## config.mk

```make
export PLATFORM = sky130hd
export DESIGN_NAME = auto_torque_control_regs
export DESIGN_NICKNAME = d
export VERILOG_FILES = /design/src/logic/auto_torque_pkg.sv /design/src/logic/pd_link_if.sv /design/src/logic/auto_torque_control_regs.sv /design/src/logic/pd_correction.sv
export SDC_FILE = /design/constraint.sdc
export NUM_CORES = 1
export LEC_CHECK = 0
export ABC_AREA = 1
export BUFFER_PORTS_ARGS = -buffer_cell sky130_fd_sc_hd__buf_2
export CORE_UTILIZATION = 60
export CTS_CLUSTER_DIAMETER = 30
export DETAILED_ROUTE_END_ITERATION = 6
export GPL_ROUTABILITY_DRIVEN = 0
export GPL_TIMING_DRIVEN = 0
export PLACE_DENSITY = 0.77
export SYNTH_ARGS = -nofsm -noshare
export SYNTH_HDL_FRONTEND = slang
export SYNTH_SLANG_ARGS = --single-unit
```

## constraint.sdc

```tcl
create_clock -name clock_i -period 12.7 [get_ports clock_i]
set_clock_uncertainty 0.2 [all_clocks]
set_input_delay 1.905 -clock clock_i [delete_from_list [all_inputs] [get_ports clock_i]]
set_output_delay 1.905 -clock clock_i [all_outputs]
set_load 0.01 [all_outputs]
```

## src/logic/auto_torque_pkg.sv

```systemverilog
/*
  Constants for the auto-torque register group: register offsets, field
  positions, reset values and learning encodings.
  Assumes an 8-bit register port with 8-bit addresses.
*/
package auto_torque_pkg;

  localparam int          REG_W             = 8;
  localparam int          ADDR_W            = 8;
  localparam int          ERR_W             = 16;
  localparam int          CORR_W            = 10;

  // Register offsets
  localparam logic [7:0]  OFF_LOOP_CONTROL  = 8'h28;
  localparam logic [7:0]  OFF_CURRENT_FLOOR = 8'h29;
  localparam logic [7:0]  OFF_CEILING       = 8'h2a;
  localparam logic [7:0]  OFF_DERIV_THR     = 8'h2b;
  localparam logic [7:0]  OFF_RSVD_TUNING   = 8'h2c;
  localparam logic [7:0]  OFF_LEARN_CFG     = 8'h2d;
  localparam logic [7:0]  OFF_LIVE_CURRENT  = 8'h2e;
  localparam logic [7:0]  OFF_RESCALE_CTRL  = 8'h2f;
  localparam logic [7:0]  OFF_RSVD_TRAIL    = 8'h30;

  // Reset values
  localparam logic [7:0]  RST_LOOP_CONTROL  = 8'h08;
  localparam logic [7:0]  RST_CURRENT_FLOOR = 8'h0a;
  localparam logic [7:0]  RST_CEILING       = 8'hff;
  localparam logic [7:0]  RST_DERIV_THR     = 8'h05;
  localparam logic [7:0]  RST_RSVD_TUNING   = 8'h0f;
  localparam logic [7:0]  RST_LEARN_CFG     = 8'h00;
  localparam logic [7:0]  RST_LIVE_CURRENT  = 8'hff;
  localparam logic [7:0]  RST_RESCALE_CTRL  = 8'h00;
  localparam logic [7:0]  RST_RSVD_TRAIL    = 8'h00;

  // Field positions
  localparam int          BIT_ENABLE        = 7;
  localparam int          BIT_LEARN_TRIGGER = 6;
  localparam int          BIT_RESCALE       = 6;
  localparam int          DROP_MSB          = 7;
  localparam int          DROP_LSB          = 4;
  localparam int          INC_MSB           = 3;
  localparam int          INC_LSB           = 2;
  localparam int          DWELL_MSB         = 1;
  localparam int          DWELL_LSB         = 0;

  // Learning encodings
  localparam logic [7:0]  INC_CODE0         = 8'h80;
  localparam logic [7:0]  INC_CODE1         = 8'h10;
  localparam logic [7:0]  INC_CODE2         = 8'h20;
  localparam logic [7:0]  INC_CODE3         = 8'h40;
  localparam logic [5:0]  DWELL_UNIT        = 6'h08;
  localparam int          BASE_SHIFT        = 3;
  localparam int          CORR_SHIFT        = 8;

endpackage

```

## src/logic/pd_link_if.sv

```systemverilog
/*
  Carrier between the register bank and its PD correction unit.
  Assumes both ends share clock_i.
*/
`timescale 1ns/10ps
`default_nettype none

interface pd_link_if;
  logic signed [15:0] error;       // Raw load error sample
  logic               strobe;      // One pulse per electrical half-cycle while load adaptation is enabled
  logic        [3:0]  lsb_drop;    // Error bits discarded
  logic        [7:0]  threshold;   // Derivative gate threshold
  logic        [7:0]  p_gain;      // Proportional gain
  logic        [3:0]  d_gain;      // Derivative gain
  logic signed [9:0]  correction;  // Scaled, saturated correction
  logic               corr_valid;  // Correction updated this cycle

  modport loop (output error, strobe, lsb_drop, threshold, p_gain, d_gain,
                input correction, corr_valid);
  modport calc (input error, strobe, lsb_drop, threshold, p_gain, d_gain,
                output correction, corr_valid);
endinterface

`default_nettype wire

```

## src/logic/auto_torque_control_regs.sv

```systemverilog
/*
  Auto-torque register bank with load-adaptive current loop and learning
  sequencer. Registers are reached over a simple byte register port that
  the serial control front end drives.
  Assumes all inputs synchronous to clock_i; half_cycle_i pulses once per
  electrical half-cycle.
*/
`timescale 1ns/10ps
`default_nettype none

module auto_torque_control_regs #(
  parameter int LEARN_SWITCHES = 4  // Level changes per learning run
) (
  input  wire logic        clock_i,              // 200 MHz clock
  input  wire logic        rst_i,                // Asynchronous reset, active high
  input  wire logic [7:0]  reg_addr_i,           // Register address
  input  wire logic        reg_wr_i,             // Write strobe
  input  wire logic [7:0]  reg_wdata_i,          // Write data
  input  wire logic        reg_rd_i,             // Read strobe
  output logic      [7:0]  reg_rdata_o,          // Read data, valid after rd
  input  wire logic        half_cycle_i,         // Half-cycle pulse
  input  wire logic [15:0] load_error_i,         // Signed load error
  input  wire logic        supply_change_i,      // Supply change pulse
  input  wire logic [4:0]  learn_base_current_i, // Initial learn level / 8
  input  wire logic [7:0]  proportional_gain_i,  // Proportional gain
  input  wire logic [3:0]  derivative_gain_i,    // Derivative gain
  output logic      [7:0]  coil_current_o,       // Commanded coil current
  output logic             learning_o,           // Learning in progress
  output logic             learn_rescale_o       // Learning restarted pulse
);

  typedef enum {LEARN_IDLE, LEARN_BASE, LEARN_FINAL} learn_state_t;

  logic [7:0]   loop_control_q;
  logic [7:0]   coil_current_floor_q;
  logic [7:0]   coil_current_ceiling_q;
  logic [7:0]   derivative_gate_threshold_q;
  logic [7:0]   reserved_loop_tuning_q;
  logic [7:0]   learning_configuration_q;
  logic [7:0]   supply_rescale_control_q;
  logic [7:0]   reserved_trailing_q;
  logic [7:0]   live_current_value_q;
  logic [7:0]   live_current_value_d;
  logic [7:0]   reg_rdata_q;
  logic [7:0]   read_mux;
  logic         rescale_pulse_q;

  learn_state_t learn_state_q;
  learn_state_t learn_state_d;
  logic [5:0]   dwell_count_q;
  logic [7:0]   switch_count_q;
  logic         learn_done;
  logic         rescale_hit;
  logic [5:0]   dwell_target;
  logic [7:0]   learn_base_level;
  logic [9:0]   learn_final_sum;

  logic         load_adapt_enable;
  logic         learn_trigger;
  logic         supply_rescale_bit;

  pd_link_if    pd_link ();

  function automatic logic [7:0] clamp_current(input logic signed [9:0] value,
                                               input logic        [7:0] floor_v,
                                               input logic        [7:0] ceil_v);
    logic [7:0] result;
    result = value[7:0];
    if (value > signed'({2'b00, ceil_v}))
      result = ceil_v;
    else if (value < signed'({2'b00, floor_v}))
      result = floor_v;
    if (result > ceil_v)
      result = ceil_v;
    return result;
  endfunction

  function automatic logic [7:0] learn_increment(input logic [1:0] code);
    logic [7:0] inc;
    case (code)
      2'h0:    inc = auto_torque_pkg::INC_CODE0;
      2'h1:    inc = auto_torque_pkg::INC_CODE1;
      2'h2:    inc = auto_torque_pkg::INC_CODE2;
      default: inc = auto_torque_pkg::INC_CODE3;
    endcase
    return inc;
  endfunction

  assign load_adapt_enable  = loop_control_q[auto_torque_pkg::BIT_ENABLE];
  assign learn_trigger      = loop_control_q[auto_torque_pkg::BIT_LEARN_TRIGGER];
  assign supply_rescale_bit = supply_rescale_control_q[auto_torque_pkg::BIT_RESCALE];

  // PD correction unit
  assign pd_link.error     = load_error_i;
  assign pd_link.strobe    = half_cycle_i & load_adapt_enable;
  assign pd_link.lsb_drop  = learning_configuration_q[auto_torque_pkg::DROP_MSB:
                                                      auto_torque_pkg::DROP_LSB];
  assign pd_link.threshold = derivative_gate_threshold_q;
  assign pd_link.p_gain    = proportional_gain_i;
  assign pd_link.d_gain    = derivative_gain_i;

  pd_correction u_pd (
    .clock_i (clock_i),
    .rst_i   (rst_i),
    .link    (pd_link.calc)
  );

  // Learning levels and dwell
  always_comb
  begin
    dwell_target     = 6'((7'(learning_configuration_q[auto_torque_pkg::DWELL_MSB:
                          auto_torque_pkg::DWELL_LSB]) + 7'h01)
                          * 7'(auto_torque_pkg::DWELL_UNIT));
    learn_base_level = {learn_base_current_i, 3'h0};
    learn_final_sum  = {2'b00, learn_base_level}
                     + {2'b00, learn_increment(learning_configuration_q[
                        auto_torque_pkg::INC_MSB:auto_torque_pkg::INC_LSB])};
  end

  assign rescale_hit = supply_rescale_bit & supply_change_i
                     & (learn_state_q != LEARN_IDLE);
  assign learn_done  = (learn_state_q != LEARN_IDLE) & half_cycle_i & ~rescale_hit
                     & (dwell_count_q == dwell_target - 6'h01)
                     & (switch_count_q == 8'(LEARN_SWITCHES));

  always_comb
  begin
    learn_state_d = learn_state_q;
    case (learn_state_q)
      LEARN_IDLE:
      begin
        if (learn_trigger && load_adapt_enable)
          learn_state_d = LEARN_BASE;
      end
      LEARN_BASE, LEARN_FINAL:
      begin
        if (!load_adapt_enable || learn_done)
          learn_state_d = LEARN_IDLE;
        else if (rescale_hit)
          learn_state_d = LEARN_BASE;
        else if (half_cycle_i && dwell_count_q == dwell_target - 6'h01)
          learn_state_d = (learn_state_q == LEARN_BASE) ? LEARN_FINAL : LEARN_BASE;
      end
      default:
        learn_state_d = LEARN_IDLE;
    endcase
  end

  always_ff @(posedge clock_i or posedge rst_i)
  begin
    if (rst_i)
    begin
      learn_state_q   <= LEARN_IDLE;
      dwell_count_q   <= '0;
      switch_count_q  <= '0;
      rescale_pulse_q <= 1'b0;
    end
    else
    begin
      learn_state_q   <= learn_state_d;
      rescale_pulse_q <= rescale_hit;
      if (learn_state_q == LEARN_IDLE || rescale_hit)
      begin
        dwell_count_q  <= '0;
        switch_count_q <= '0;
      end
      else if (half_cycle_i)
      begin
        if (dwell_count_q == dwell_target - 6'h01)
        begin
          dwell_count_q  <= '0;
          switch_count_q <= switch_count_q + 8'h01;
        end
        else
          dwell_count_q <= dwell_count_q + 6'h01;
      end
    end
  end

  // Commanded current
  always_comb
  begin
    live_current_value_d = live_current_value_q;
    case (learn_state_q)
      LEARN_BASE:
        live_current_value_d = clamp_current(signed'({2'b00, learn_base_level}),
                                             coil_current_floor_q,
                                             coil_current_ceiling_q);
      LEARN_FINAL:
        live_current_value_d = clamp_current(signed'(learn_final_sum),
                                             coil_current_floor_q,
                                             coil_current_ceiling_q);
      default:
      begin
        if (!load_adapt_enable)
          live_current_value_d = coil_current_ceiling_q;
        else if (pd_link.corr_valid)
          live_current_value_d = clamp_current(
                                   signed'({2'b00, live_current_value_q})
                                   + pd_link.correction,
                                   coil_current_floor_q,
                                   coil_current_ceiling_q);
        else
          live_current_value_d = clamp_current(signed'({2'b00, live_current_value_q}),
                                               coil_current_floor_q,
                                               coil_current_ceiling_q);
      end
    endcase
  end

  always_ff @(posedge clock_i or posedge rst_i)
  begin
    if (rst_i)
      live_current_value_q <= auto_torque_pkg::RST_LIVE_CURRENT;
    else
      live_current_value_q <= live_current_value_d;
  end

  // Register writes
  always_ff @(posedge clock_i or posedge rst_i)
  begin
    if (rst_i)
    begin
      loop_control_q              <= auto_torque_pkg::RST_LOOP_CONTROL;
      coil_current_floor_q        <= auto_torque_pkg::RST_CURRENT_FLOOR;
      coil_current_ceiling_q      <= auto_torque_pkg::RST_CEILING;
      derivative_gate_threshold_q <= auto_torque_pkg::RST_DERIV_THR;
      reserved_loop_tuning_q      <= auto_torque_pkg::RST_RSVD_TUNING;
      learning_configuration_q    <= auto_torque_pkg::RST_LEARN_CFG;
      supply_rescale_control_q    <= auto_torque_pkg::RST_RESCALE_CTRL;
      reserved_trailing_q         <= auto_torque_pkg::RST_RSVD_TRAIL;
    end
    else
    begin
      if (learn_done)
        loop_control_q[auto_torque_pkg::BIT_LEARN_TRIGGER] <= 1'b0;
      if (reg_wr_i)
      begin
        case (reg_addr_i)
          auto_torque_pkg::OFF_LOOP_CONTROL:  loop_control_q              <= reg_wdata_i;
          auto_torque_pkg::OFF_CURRENT_FLOOR: coil_current_floor_q        <= reg_wdata_i;
          auto_torque_pkg::OFF_CEILING:       coil_current_ceiling_q      <= reg_wdata_i;
          auto_torque_pkg::OFF_DERIV_THR:     derivative_gate_threshold_q <= reg_wdata_i;
          auto_torque_pkg::OFF_RSVD_TUNING:   reserved_loop_tuning_q      <= reg_wdata_i;
          auto_torque_pkg::OFF_LEARN_CFG:     learning_configuration_q    <= reg_wdata_i;
          auto_torque_pkg::OFF_RESCALE_CTRL:  supply_rescale_control_q    <= reg_wdata_i;
          auto_torque_pkg::OFF_RSVD_TRAIL:    reserved_trailing_q         <= reg_wdata_i;
          default:                            ;
        endcase
      end
    end
  end

  // Register reads
  always_comb
  begin
    case (reg_addr_i)
      auto_torque_pkg::OFF_LOOP_CONTROL:  read_mux = loop_control_q;
      auto_torque_pkg::OFF_CURRENT_FLOOR: read_mux = coil_current_floor_q;
      auto_torque_pkg::OFF_CEILING:       read_mux = coil_current_ceiling_q;
      auto_torque_pkg::OFF_DERIV_THR:     read_mux = derivative_gate_threshold_q;
      auto_torque_pkg::OFF_RSVD_TUNING:   read_mux = reserved_loop_tuning_q;
      auto_torque_pkg::OFF_LEARN_CFG:     read_mux = learning_configuration_q;
      auto_torque_pkg::OFF_LIVE_CURRENT:
        read_mux = load_adapt_enable ? live_current_value_q
                                     : coil_current_ceiling_q;
      auto_torque_pkg::OFF_RESCALE_CTRL:  read_mux = supply_rescale_control_q;
      auto_torque_pkg::OFF_RSVD_TRAIL:    read_mux = reserved_trailing_q;
      default:                            read_mux = 8'h00;
    endcase
  end

  always_ff @(posedge clock_i or posedge rst_i)
  begin
    if (rst_i)
      reg_rdata_q <= 8'h00;
    else if (reg_rd_i)
      reg_rdata_q <= read_mux;
  end

  assign reg_rdata_o     = reg_rdata_q;
  assign coil_current_o  = live_current_value_q;
  assign learning_o      = (learn_state_q != LEARN_IDLE);
  assign learn_rescale_o = rescale_pulse_q;

endmodule

`default_nettype wire

```

## src/logic/pd_correction.sv

```systemverilog
/*
  PD correction unit: truncates the error, gates the derivative term by
  threshold and produces a saturated correction per half-cycle strobe.
  Assumes gains and settings are static between strobes.
*/
`timescale 1ns/10ps
`default_nettype none

module pd_correction (
  input  wire logic clock_i,  // 200 MHz clock
  input  wire logic rst_i,    // Asynchronous reset, active high
  pd_link_if.calc   link      // Error in, correction out
);

  logic signed [15:0] err_trunc;
  logic signed [15:0] prev_err_q;
  logic signed [16:0] delta;
  logic        [16:0] delta_mag;
  logic signed [25:0] p_term;
  logic signed [25:0] d_term;
  logic signed [25:0] sum;
  logic signed [25:0] scaled;
  logic signed [9:0]  sat;
  logic signed [9:0]  correction_q;
  logic               valid_q;

  always_comb
  begin
    err_trunc = link.error >>> link.lsb_drop;
    delta     = 17'(err_trunc) - 17'(prev_err_q);
    delta_mag = delta[16] ? 17'(-delta) : delta;
    p_term    = 26'(err_trunc) * 26'(signed'({1'b0, link.p_gain}));
    if (delta_mag > 17'(link.threshold))
      d_term = 26'(delta) * 26'(signed'({1'b0, link.d_gain}));
    else
      d_term = '0;
    sum    = p_term + d_term;
    scaled = sum >>> auto_torque_pkg::CORR_SHIFT;
    if (scaled > 26'sd255)
      sat = 10'sd255;
    else if (scaled < -26'sd255)
      sat = -10'sd255;
    else
      sat = scaled[9:0];
  end

  always_ff @(posedge clock_i or posedge rst_i)
  begin
    if (rst_i)
    begin
      prev_err_q   <= '0;
      correction_q <= '0;
      valid_q      <= 1'b0;
    end
    else
    begin
      valid_q <= link.strobe;
      if (link.strobe)
      begin
        prev_err_q   <= err_trunc;
        correction_q <= sat;
      end
    end
  end

  assign link.correction = correction_q;
  assign link.corr_valid = valid_q;

endmodule

`default_nettype wire

```

==> results of run 1 <==
==> final timing paths <==
kind,to,startpoint,slack (ps)
max reg2reg,u_pd.link.correction[6],learning_configuration_q[4],1930
min reg2reg,switch_count_q[6],switch_count_q[6],280
min in group asynchronous,dwell_count_q[2],rst_i,1290
min,switch_count_q[6],switch_count_q[6],280
max in group asynchronous,coil_current_ceiling_q[0],rst_i,10230
max,u_pd.link.correction[6],load_error_i[15],990
==> final cells by class <==
class	count	area share, %
plain buffers	62	1.24
clock buffers	17	2.04
clock inverters	15	0.806
inverters	522	9.44
multi-input cells	2047	67.2
flip-flops and latches	124	15.1
well taps	402	2.42
repair buffers	69	1.77
==> synthesized netlist by cell type (all sizes together) (8+ instances only) <==
| library cell | n | area share (%) |
|---|---|---|
| nand3b | 12 | 0.47 |
| nor2 | 275 | 5.4 |
| o21a | 8 | 0.31 |
| buf | 11 | 0.35 |
| nand4 | 27 | 0.87 |
| clkbuf | 51 | 0.99 |
| or2 | 14 | 0.45 |
| ha | 224 | 15 |
| o21ai | 201 | 5.2 |
| dfstp | 25 | 3.4 |
| o211ai | 51 | 2.0 |
| nand3 | 109 | 3.0 |
| o22ai | 19 | 0.62 |
| xnor2 | 12 | 0.54 |
| a21oi | 144 | 3.8 |
| fa | 162 | 17 |
| dfrtp | 99 | 13 |
| nand2 | 664 | 13 |
| xor2 | 25 | 1.1 |
| inv | 514 | 10 |
| a221oi | 12 | 0.54 |
| clkinv | 8 | 0.16 |
| nor3 | 25 | 0.70 |
==> per-stage QoR <==
stage / std cells / setup slack (ps) / util (%) / hold slack, ps
after global routing: 3258 / 219 / 65.8 / 298
after global placement: 3225 / 624 / 63.8 / 251
after CTS: 3258 / 839 / 65.7 / 279
after detailed placement: 3226 / 480 / 63.9 / 269
after floorplan: 2755 / 2690 / - / 234
final: 3258 / 987 / 65.8 / 279
==> flip-flops by register name (all words and copies together), names as in the netlist, 8 cells and up <==
signal                       flops
reg_rdata_o                      8
switch_count_q                   8
loop_control_q                   8
u_pd.link.correction            10
coil_current_floor_q             8
coil_current_o                   8
coil_current_ceiling_q           8
u_pd.prev_err_q                 16
derivative_gate_threshold_q      8
supply_rescale_control_q         8
reserved_loop_tuning_q           8
learning_configuration_q         8
reserved_trailing_q              8
==> routing by layer <==
metal	track usage, %	routed length (µm)	up-vias
met1	44.0	22200	8867
met3	5.62	4690	224
met5	0	0	-
met2	57.9	25700	921
li1	-	-	9019
met4	18.2	3020	0
==> worst max-delay path: cells and delay by family <==
family	cells	cell delay, ps
AO/OA/AOI/OAI	10	2130
XOR/XNOR	1	440
adder cells (fa/ha/maj)	8	3340
buffers and inverters	9	980
multiplexers	1	180
AND/OR/NAND/NOR	23	2850
==> logic make-up (layout without fill, tap and decap cells) <==
logic type      after synthesis  after routing  synth area share, %
compound gates              481            481                 14.3
xor+xnor                     37             37                 1.68
fa+ha+maj                   386            386                 31.3
buf+inv                     584            685                 11.5
flops                       124            124                 16.2
mux                          10             10                0.557
simple gates               1133           1133                 24.5
==> summary.txt, run 1 <==
relative slew slack -> 20.8%
design area -> 0.0208 mm²
# resized after CTS -> 0
vias in the first global route -> 18700
hold path depth -> 1
critical path class -> in2reg
DP HPWL -> 45100 µm
DRC -> 0
Gate Count Post-Synth -> 2755
worst-path fanout max -> 10
Die Span X -> 181 µm
Net Count, Synth -> 3196
routed length per instance -> 17.1 µm
post-synthesis cell area -> 0.0193 mm²
CP endpoint kind -> flip-flop
via count -> 19000
Seq cells post-synth -> 124
largest net degree at the start of global routing -> 82
diode count -> 0
clock-pin slew on the worst setup and hold paths -> 60 ps
Post-synth top flop -> dfrtp_1
post-CTS setup buffers -> 0
DRT Wirelength -> 55600 µm
Placeable Area -> 0.0316 mm²
first-pass GRT wire length -> 91500 µm
H-tree lvl count -> 4
CTS tree -> yes
Synth Area per Inst -> 7.01 µm²
total CTS buffers -> 17
die area -> 0.0329 mm²
setup_tns -> 0 ps
register area -> 0.00313 mm²
Overall Global Routing Usage -> 34.9%
hold-fix buffers at CTS -> 0
DR pass1 iterations -> 7
IO buf count -> 68
RSZ-0062 raised after global routing -> false
slowest stage delay, CP -> 570 ps
CP Launch Type -> primary input
routed vias/inst -> 5.84
Max-cap violations -> 0
DR iter-0 viols -> 1775
synth unique cells -> 54
Root Buffer -> clkbuf_16
FF-to-FF path depth -> 50
number of routed nets with antenna violations -> 0
ys async rst share -> 100%
Site Rows -> 65
outcome -> completed
Final Hold Vio Count -> 0
fin crit share -> 92.2%
most frequent cells in the layout -> 640 x nand2_1, 506 x inv_1, 270 x nor2_1, 224 x ha_1, 195 x o21ai_0
max-slew violation count -> 0
Fmax -> 85.4 MHz
Final nets -> 3284
Req. time, crit path -> 12800 ps
Worst-Skew Late Latency -> 420 ps
minimum clock period -> 11710 ps
grt total ovfl -> 0
I/O pin total -> 73
CTS Sinks -> 124
WP data arrival -> 11810 ps
Slew @ Worst Pin -> 1190 ps
EDFF count, synth -> 0
Yosys warning total -> 0
Seq/Total Area, Yosys -> 16.2%
commonest non-fill, non-tap cell in the layout -> nand2_1
most frequent cell on the critical path -> nand2_1
starting density of the core -> 61.1%
layout cell share with drive strength beyond 1 -> 7.07%
Worst Hold Class -> reg2reg
DP Area -> 0.0202 mm²
Die Ht -> 181 µm
multi-input logic area -> 0.0140 mm²
initial antenna violation count -> 0
clock buffer depth -> 2
critical path's slowest cell -> o21ai_2
synthesis-to-finish area growth -> 7.65%
Setup-failing EPs final -> 0
fillers -> 2830
Power of run 1 is left out: the tool's default activity adds up to more than one toggle a clock period on the data nets, which glitch-free logic cannot reach.
==> run 2: changes to the inputs <==
--- a/config.mk
+++ b/config.mk
@@ -7,6 +7,7 @@
 export LEC_CHECK = 0
 export ABC_AREA = 1
 export BUFFER_PORTS_ARGS = -buffer_cell sky130_fd_sc_hd__buf_2
+export CORE_MARGIN = 2
 export CORE_UTILIZATION = 60
 export CTS_CLUSTER_DIAMETER = 30
 export DETAILED_ROUTE_END_ITERATION = 6
==> run 2 against run 1 <==
Against the previous run: the run now ends with DRC left; largest cell class unchanged; first-iteration DRC count is 2.2% lower; critical path depth stayed put; global-route usage is 0.85 points lower; flip-flop and latch count stayed put; design area is 0.16% lower; cell count stayed put; setup slack worse by 24 ps; hold slack worse by 8.9 ps; sequential share of layout area hardly changed; via count is 0.71% lower.
==> summary.txt, run 2 (synthesized netlist as in run 1, its figures left out) <==
DR iter-0 viols -> 1736 (was 1775)
Final Hold Vio Count -> 0 (unchanged)
clock buffer depth -> 2 (unchanged)
most frequent cell on the critical path -> nand2_1 (unchanged)
Fmax -> 85.2 MHz (was 85.4 MHz)
routed length per instance -> 17.0 µm (was 17.1 µm)
Req. time, crit path -> 12810 ps (was 12800 ps)
Overall Global Routing Usage -> 34.1% (was 34.9%)
CTS tree -> yes (unchanged)
CTS Sinks -> 124 (unchanged)
Slew @ Worst Pin -> 1320 ps (was 1190 ps)
Root Buffer -> clkbuf_16 (unchanged)
slowest stage delay, CP -> 580 ps (was 570 ps)
max-slew violation count -> 0 (unchanged)
commonest non-fill, non-tap cell in the layout -> nand2_1 (unchanged)
Reg with most FFs -> u_pd.prev_err_q (unchanged)
CP Launch Type -> primary input (unchanged)
Final nets -> 3284 (unchanged)
die area -> 0.0337 mm² (was 0.0329 mm²)
relative slew slack -> 10.9% (was 20.8%)
H-tree lvl count -> 4 (unchanged)
DR pass1 iterations -> 7 (unchanged)
critical path's slowest cell -> o21ai_2 (unchanged)
routed vias/inst -> 5.80 (was 5.84)
max FFs per register -> 16 (unchanged)
failing checks -> DRC
vias in the first global route -> 18400 (was 18700)
largest net degree at the start of global routing -> 91 (was 82)
critical path class -> in2reg (unchanged)
minimum clock period -> 11740 ps (was 11710 ps)
I/O pin total -> 73 (unchanged)
Die Ht -> 183 µm (was 181 µm)
synthesis-to-finish area growth -> 7.48% (was 7.65%)
Worst-Skew Late Latency -> 430 ps (was 420 ps)
DRT Wirelength -> 55500 µm (was 55600 µm)
IO buf count -> 68 (unchanged)
layout cell share with drive strength beyond 1 -> 7.00% (was 7.07%)
diode count -> 0 (unchanged)
DP HPWL -> 44900 µm (was 45100 µm)
Worst Hold Class -> reg2reg (unchanged)
worst-path fanout max -> 10 (unchanged)
outcome -> finished with violations (was completed)
post-CTS setup buffers -> 0 (unchanged)
RSZ-0062 raised after global routing -> false (unchanged)
Setup-failing EPs final -> 0 (unchanged)
clock-pin slew on the worst setup and hold paths -> 60 ps (about the same)
Site Rows -> 65 (unchanged)
WP data arrival -> 11840 ps (was 11810 ps)
most frequent cells in the layout -> 640 x nand2_1, 506 x inv_1, 270 x nor2_1, 224 x ha_1, 195 x o21ai_0 (unchanged)
Placeable Area -> 0.0316 mm² (unchanged)
setup_tns -> 0 ps (unchanged)
hold-fix buffers at CTS -> 0 (unchanged)
grt total ovfl -> 0 (unchanged)
fin crit share -> 92.4% (was 92.2%)
number of routed nets with antenna violations -> 0 (unchanged)
via count -> 18900 (was 19000)
Die Span X -> 183 µm (was 181 µm)
first-pass GRT wire length -> 91200 µm (was 91500 µm)
DRC -> 1 (was 0)
Max-cap violations -> 0 (unchanged)
starting density of the core -> 61.1% (unchanged)
initial antenna violation count -> 0 (unchanged)
total CTS buffers -> 17 (unchanged)
CP endpoint kind -> flip-flop (unchanged)
# resized after CTS -> 0 (unchanged)
## run 2: cell types whose count changed in the layout (fill, tap and decap cells not counted)
cell	change
nor4_2	-1
clkinv_2	+2
clkinvlp_4	+2
inv_8	-5
clkinv_4	+1
inv_6	-1
clkbuf_1	+1
nor4_1	+1
## run 2: area by class of cell
cell class,instances,area [µm²]
clock inverter,14,136
timing repair buffer,69,368
tap,402,503
buffer,62,259
multi-input combinational,2047,14000
clock buffer,18,429
inverter,522,1960
fill,2858,10900
sequential,124,3130
## run 2: final timing paths
check                                           to  cells after the start                        start  slack, ps
hold reg to reg                  switch_count_q[7]                      1            switch_count_q[7]        270
max in group asynchronous        coil_current_o[6]                      3                        rst_i      10260
hold / removal                   switch_count_q[7]                      1            switch_count_q[7]        270
setup reg to reg           u_pd.link.correction[3]                     50  learning_configuration_q[6]       1950
min in group asynchronous         dwell_count_q[1]                      2                        rst_i       1250
setup / recovery           u_pd.link.correction[3]                     52             load_error_i[15]        960
## run 2: routing by layer
layer / up-vias / part of all wire (%) / global-route usage (%)
met1: 8843 / 41 / 44.4
met4: 0 / 4.3 / 14.1
met3: 171 / 8.0 / 4.62
li1: 8984 / - / -
met2: 898 / 47 / 57.3
met5: - / 0 / 0
## run 2: critical path: cells and delay by family
kind | cells | cell delay (ps)
buf+inv | 9 | 1000
mux | 1 | 180
xor+xnor | 1 | 390
compound gates | 10 | 2180
simple gates | 23 | 2840
fa+ha+maj | 8 | 3330
## run 2: stage by stage
stage / util (%) / instance area, µm² / cells / hold slack, ps / worst slack, ps
finish: 65.7 / 20800 / 3258 / 270 / 964
global route: 65.7 / 20800 / 3258 / 296 / 117
CTS: 65.6 / 20800 / 3258 / 272 / 789
detailed placement: 63.9 / 20200 / 3226 / 264 / 403
global placement: 63.8 / 20200 / 3225 / 251 / 603
floorplan: - / 19300 / 2755 / 234 / 2690
Power of run 2 is left out for the same reason.
==> run 3: changes to the inputs <==
--- a/config.mk
+++ b/config.mk
@@ -16,4 +16,5 @@
 export PLACE_DENSITY = 0.77
 export SYNTH_ARGS = -nofsm -noshare
 export SYNTH_HDL_FRONTEND = slang
+export SYNTH_HIERARCHICAL = 1
 export SYNTH_SLANG_ARGS = --single-unit
==> run 3 against run 2 <==
Against the previous run: the run now ends clean; area after synthesis increased by 4.5%; critical path depth up 8; hold slack improved by 9.2 ps; setup slack better by 210 ps; largest cell class unchanged; clock-buffer cell count shrank 1; critical endpoint is now u_pd/link.correction[5]; non-clock buffer count up 3; via count grew 6.4%; first-iteration DRC count grew 3.5%.
==> summary.txt, run 3 <==
outcome -> completed (was finished with violations)
CTS Sinks -> 124 (unchanged)
critical path class -> in2reg (unchanged)
highest routed layer -> met5 (was met4)
first-pass GRT wire length -> 96800 µm (was 91200 µm)
Seq/Total Area, Yosys -> 15.5% (was 16.2%)
most numerous cell in the Yosys netlist -> nand2_1 (unchanged)
via count -> 20100 (was 18900)
WP buf/inv -> 11 (was 9)
Yosys warning total -> 6 (was 0)
ys async rst share -> 100% (unchanged)
Seq cells post-synth -> 124 (unchanged)
most frequent cells in the layout -> 746 x nand2_1, 566 x inv_1, 257 x nor2_1, 224 x ha_1, 179 x nand3_1 (was 640 x nand2_1, 506 x inv_1, 270 x nor2_1, 224 x ha_1, 195 x o21ai_0)
hold-fix buffers at CTS -> 0 (unchanged)
Site Rows -> 67 (was 65)
max FFs per register -> 16 (unchanged)
synthesis-to-finish area growth -> 7.50% (was 7.48%)
initial antenna violation count -> 2 (was 0)
Net Count, Synth -> 3407 (was 3196)
Req. time, crit path -> 12800 ps (was 12810 ps)
Fmax -> 86.7 MHz (was 85.2 MHz)
most frequent cell on the critical path -> nor2_1 (was nand2_1)
Synth Area per Inst -> 6.81 µm² (was 7.01 µm²)
diode count -> 0 (unchanged)
clock-pin slew on the worst setup and hold paths -> 60 ps (about the same)
post-synthesis cell area -> 0.0202 mm² (was 0.0193 mm²)
clock buffer depth -> 2 (unchanged)
relative slew slack -> 30.1% (was 10.9%)
I/O pin total -> 73 (unchanged)
Root Buffer -> clkbuf_16 (unchanged)
starting density of the core -> 60.5% (was 61.1%)
critical path's slowest cell -> o21ai_1 (was o21ai_2)
RSZ-0062 raised after global routing -> false (unchanged)
WL met3 -> 4550 µm (was 4430 µm)
Placeable Area -> 0.0334 mm² (was 0.0316 mm²)
Overall Global Routing Usage -> 33.8% (was 34.1%)
Worst Hold Class -> reg2reg (unchanged)
CP endpoint kind -> flip-flop (unchanged)
DP HPWL -> 47500 µm (was 44900 µm)
WP data arrival -> 11630 ps (was 11840 ps)
largest net degree at the start of global routing -> 75 (was 91)
EDFF count, synth -> 0 (unchanged)
slowest stage delay, CP -> 620 ps (was 580 ps)
DRC -> 0 (was 1)
CP Launch Type -> primary input (unchanged)
DR pass1 iterations -> 6 (was 7)
vias in the first global route -> 19900 (was 18400)
Post-synth top flop -> dfrtp_1 (unchanged)
top cell type's share of synthesized area -> 16.1% (was 16.8%)
DR iter-0 viols -> 1797 (was 1736)
family with the most delay on the worst path -> adder cells (unchanged)
max-slew violation count -> 0 (unchanged)
M1 wire length -> 22900 µm (about the same)
commonest non-fill, non-tap cell in the layout -> nand2_1 (unchanged)
Die Ht -> 187 µm (was 183 µm)
most common library cells after synthesis -> 746 x nand2_1, 567 x inv_1, 257 x nor2_1, 224 x ha_1, 179 x nand3_1 (was 640 x nand2_1, 507 x inv_1, 270 x nor2_1, 224 x ha_1, 195 x o21ai_0)
top cell type by total area after synthesis -> fa_1 (unchanged)
met2 wire length -> 27800 µm (was 25900 µm)
routed length per instance -> 16.6 µm (was 17.0 µm)
number of routed nets with antenna violations -> 0 (unchanged)
worst-path fanout max -> 7 (was 10)
layout cell share with drive strength beyond 1 -> 8.05% (was 7.00%)
Slew @ Worst Pin -> 1050 ps (was 1320 ps)
Max-cap violations -> 0 (unchanged)
setup_tns -> 0 ps (unchanged)
Reg with most FFs -> u_pd/prev_err_q (was u_pd.prev_err_q)
CTS tree -> yes (unchanged)
DRT Wirelength -> 58500 µm (was 55500 µm)
total CTS buffers -> 17 (unchanged)
fin crit share -> 90.8% (was 92.4%)
post-CTS setup buffers -> 0 (unchanged)
minimum clock period -> 11530 ps (was 11740 ps)
grt total ovfl -> 0 (unchanged)
H-tree lvl count -> 4 (unchanged)
Final Hold Vio Count -> 0 (unchanged)
Final nets -> 3496 (was 3284)
Synth area leaders -> fa_1 16%, ha_1 14%, nand2_1 14% (was fa_1 17%, ha_1 15%, dfrtp_1 13%)
Setup-failing EPs final -> 0 (unchanged)
die area -> 0.0351 mm² (was 0.0337 mm²)
routed vias/inst -> 5.72 (was 5.80)
synth unique cells -> 65 (was 54)
Die Span X -> 187 µm (was 183 µm)
IO buf count -> 69 (was 68)
Worst-Skew Late Latency -> 430 ps (about the same)
Gate Count Post-Synth -> 2966 (was 2755)
==> run 3: cell types whose count changed after synthesis, sizes merged, moves of 9 or more <==
cell,previous run,this run
o22ai,19,7
nor3,25,16
nand3,109,186
o21ai,201,190
inv,514,584
o211ai,51,25
nand2,664,778
or2,14,25
==> run 3: metal layers <==
metal  vias up  global-route usage (%)
met5         -                       0
li1       9560                       -
met4         4                    16.8
met2       891                    57.9
met1      9413                    42.2
met3       233                    4.37
==> run 3: tightest hold or removal path, cell delays in order (launching register included) <==
cell and delay, ps:
dfstp_2 370, nand2_1 50, o21ai_1 50
==> run 3: kinds of logic after synthesis <==
group / Yosys count / synth area share (%)
flip-flops: 124 / 15.5
adder cells (fa/ha/maj): 386 / 29.9
XOR/XNOR: 37 / 1.60
AND/OR/NAND/NOR: 1335 / 28.5
buffers and inverters: 649 / 12.2
AO/OA/AOI/OAI: 431 / 12.1
multiplexers: 4 / 0.204
==> run 3: final timing paths <==
| check | start | end | slack, ps | cells after the start |
|---|---|---|---|---|
| setup / recovery | load_error_i[11] | u_pd/link.correction[5] | 1170 | 60 |
| hold / removal | reserved_loop_tuning_q[0] | reserved_loop_tuning_q[0] | 280 | 2 |
| min in group asynchronous | rst_i | loop_control_q[7] | 1300 | 2 |
| setup reg to reg | learning_configuration_q[4] | u_pd/link.correction[5] | 1730 | 61 |
| hold reg to reg | reserved_loop_tuning_q[0] | reserved_loop_tuning_q[0] | 280 | 2 |
| max in group asynchronous | rst_i | u_pd/prev_err_q[13] | 10070 | 2 |
==> run 3: layout make-up <==
class | count | area [µm²]
clock buffer | 17 | 425
inverter | 585 | 2200
clock inverter | 15 | 153
multi-input combinational | 2193 | 14600
fill | 3050 | 11700
sequential | 124 | 3130
timing repair buffer | 70 | 373
buffer | 64 | 274
tap | 448 | 561
==> run 3: per-stage QoR <==
step / util [%] / area [µm²] / instances / hold WS (ps) / worst slack [ps]
after floorplan: - / 20200 / 2966 / 253 / 2710
after global placement: 63.2 / 21100 / 3483 / 263 / 770
after detailed placement: 63.3 / 21100 / 3484 / 269 / 638
after CTS: 65.1 / 21700 / 3516 / 278 / 1040
after global routing: 65.1 / 21700 / 3516 / 289 / 143
final: 65.1 / 21700 / 3516 / 279 / 1170
==> run 3: repair_timing <==
item	in CTS	in global routing
endpoints found under the hold margin	0	0
gates resized for setup	0	1
setup endpoints to repair	0	8
Power of run 3 is left out for the same reason.
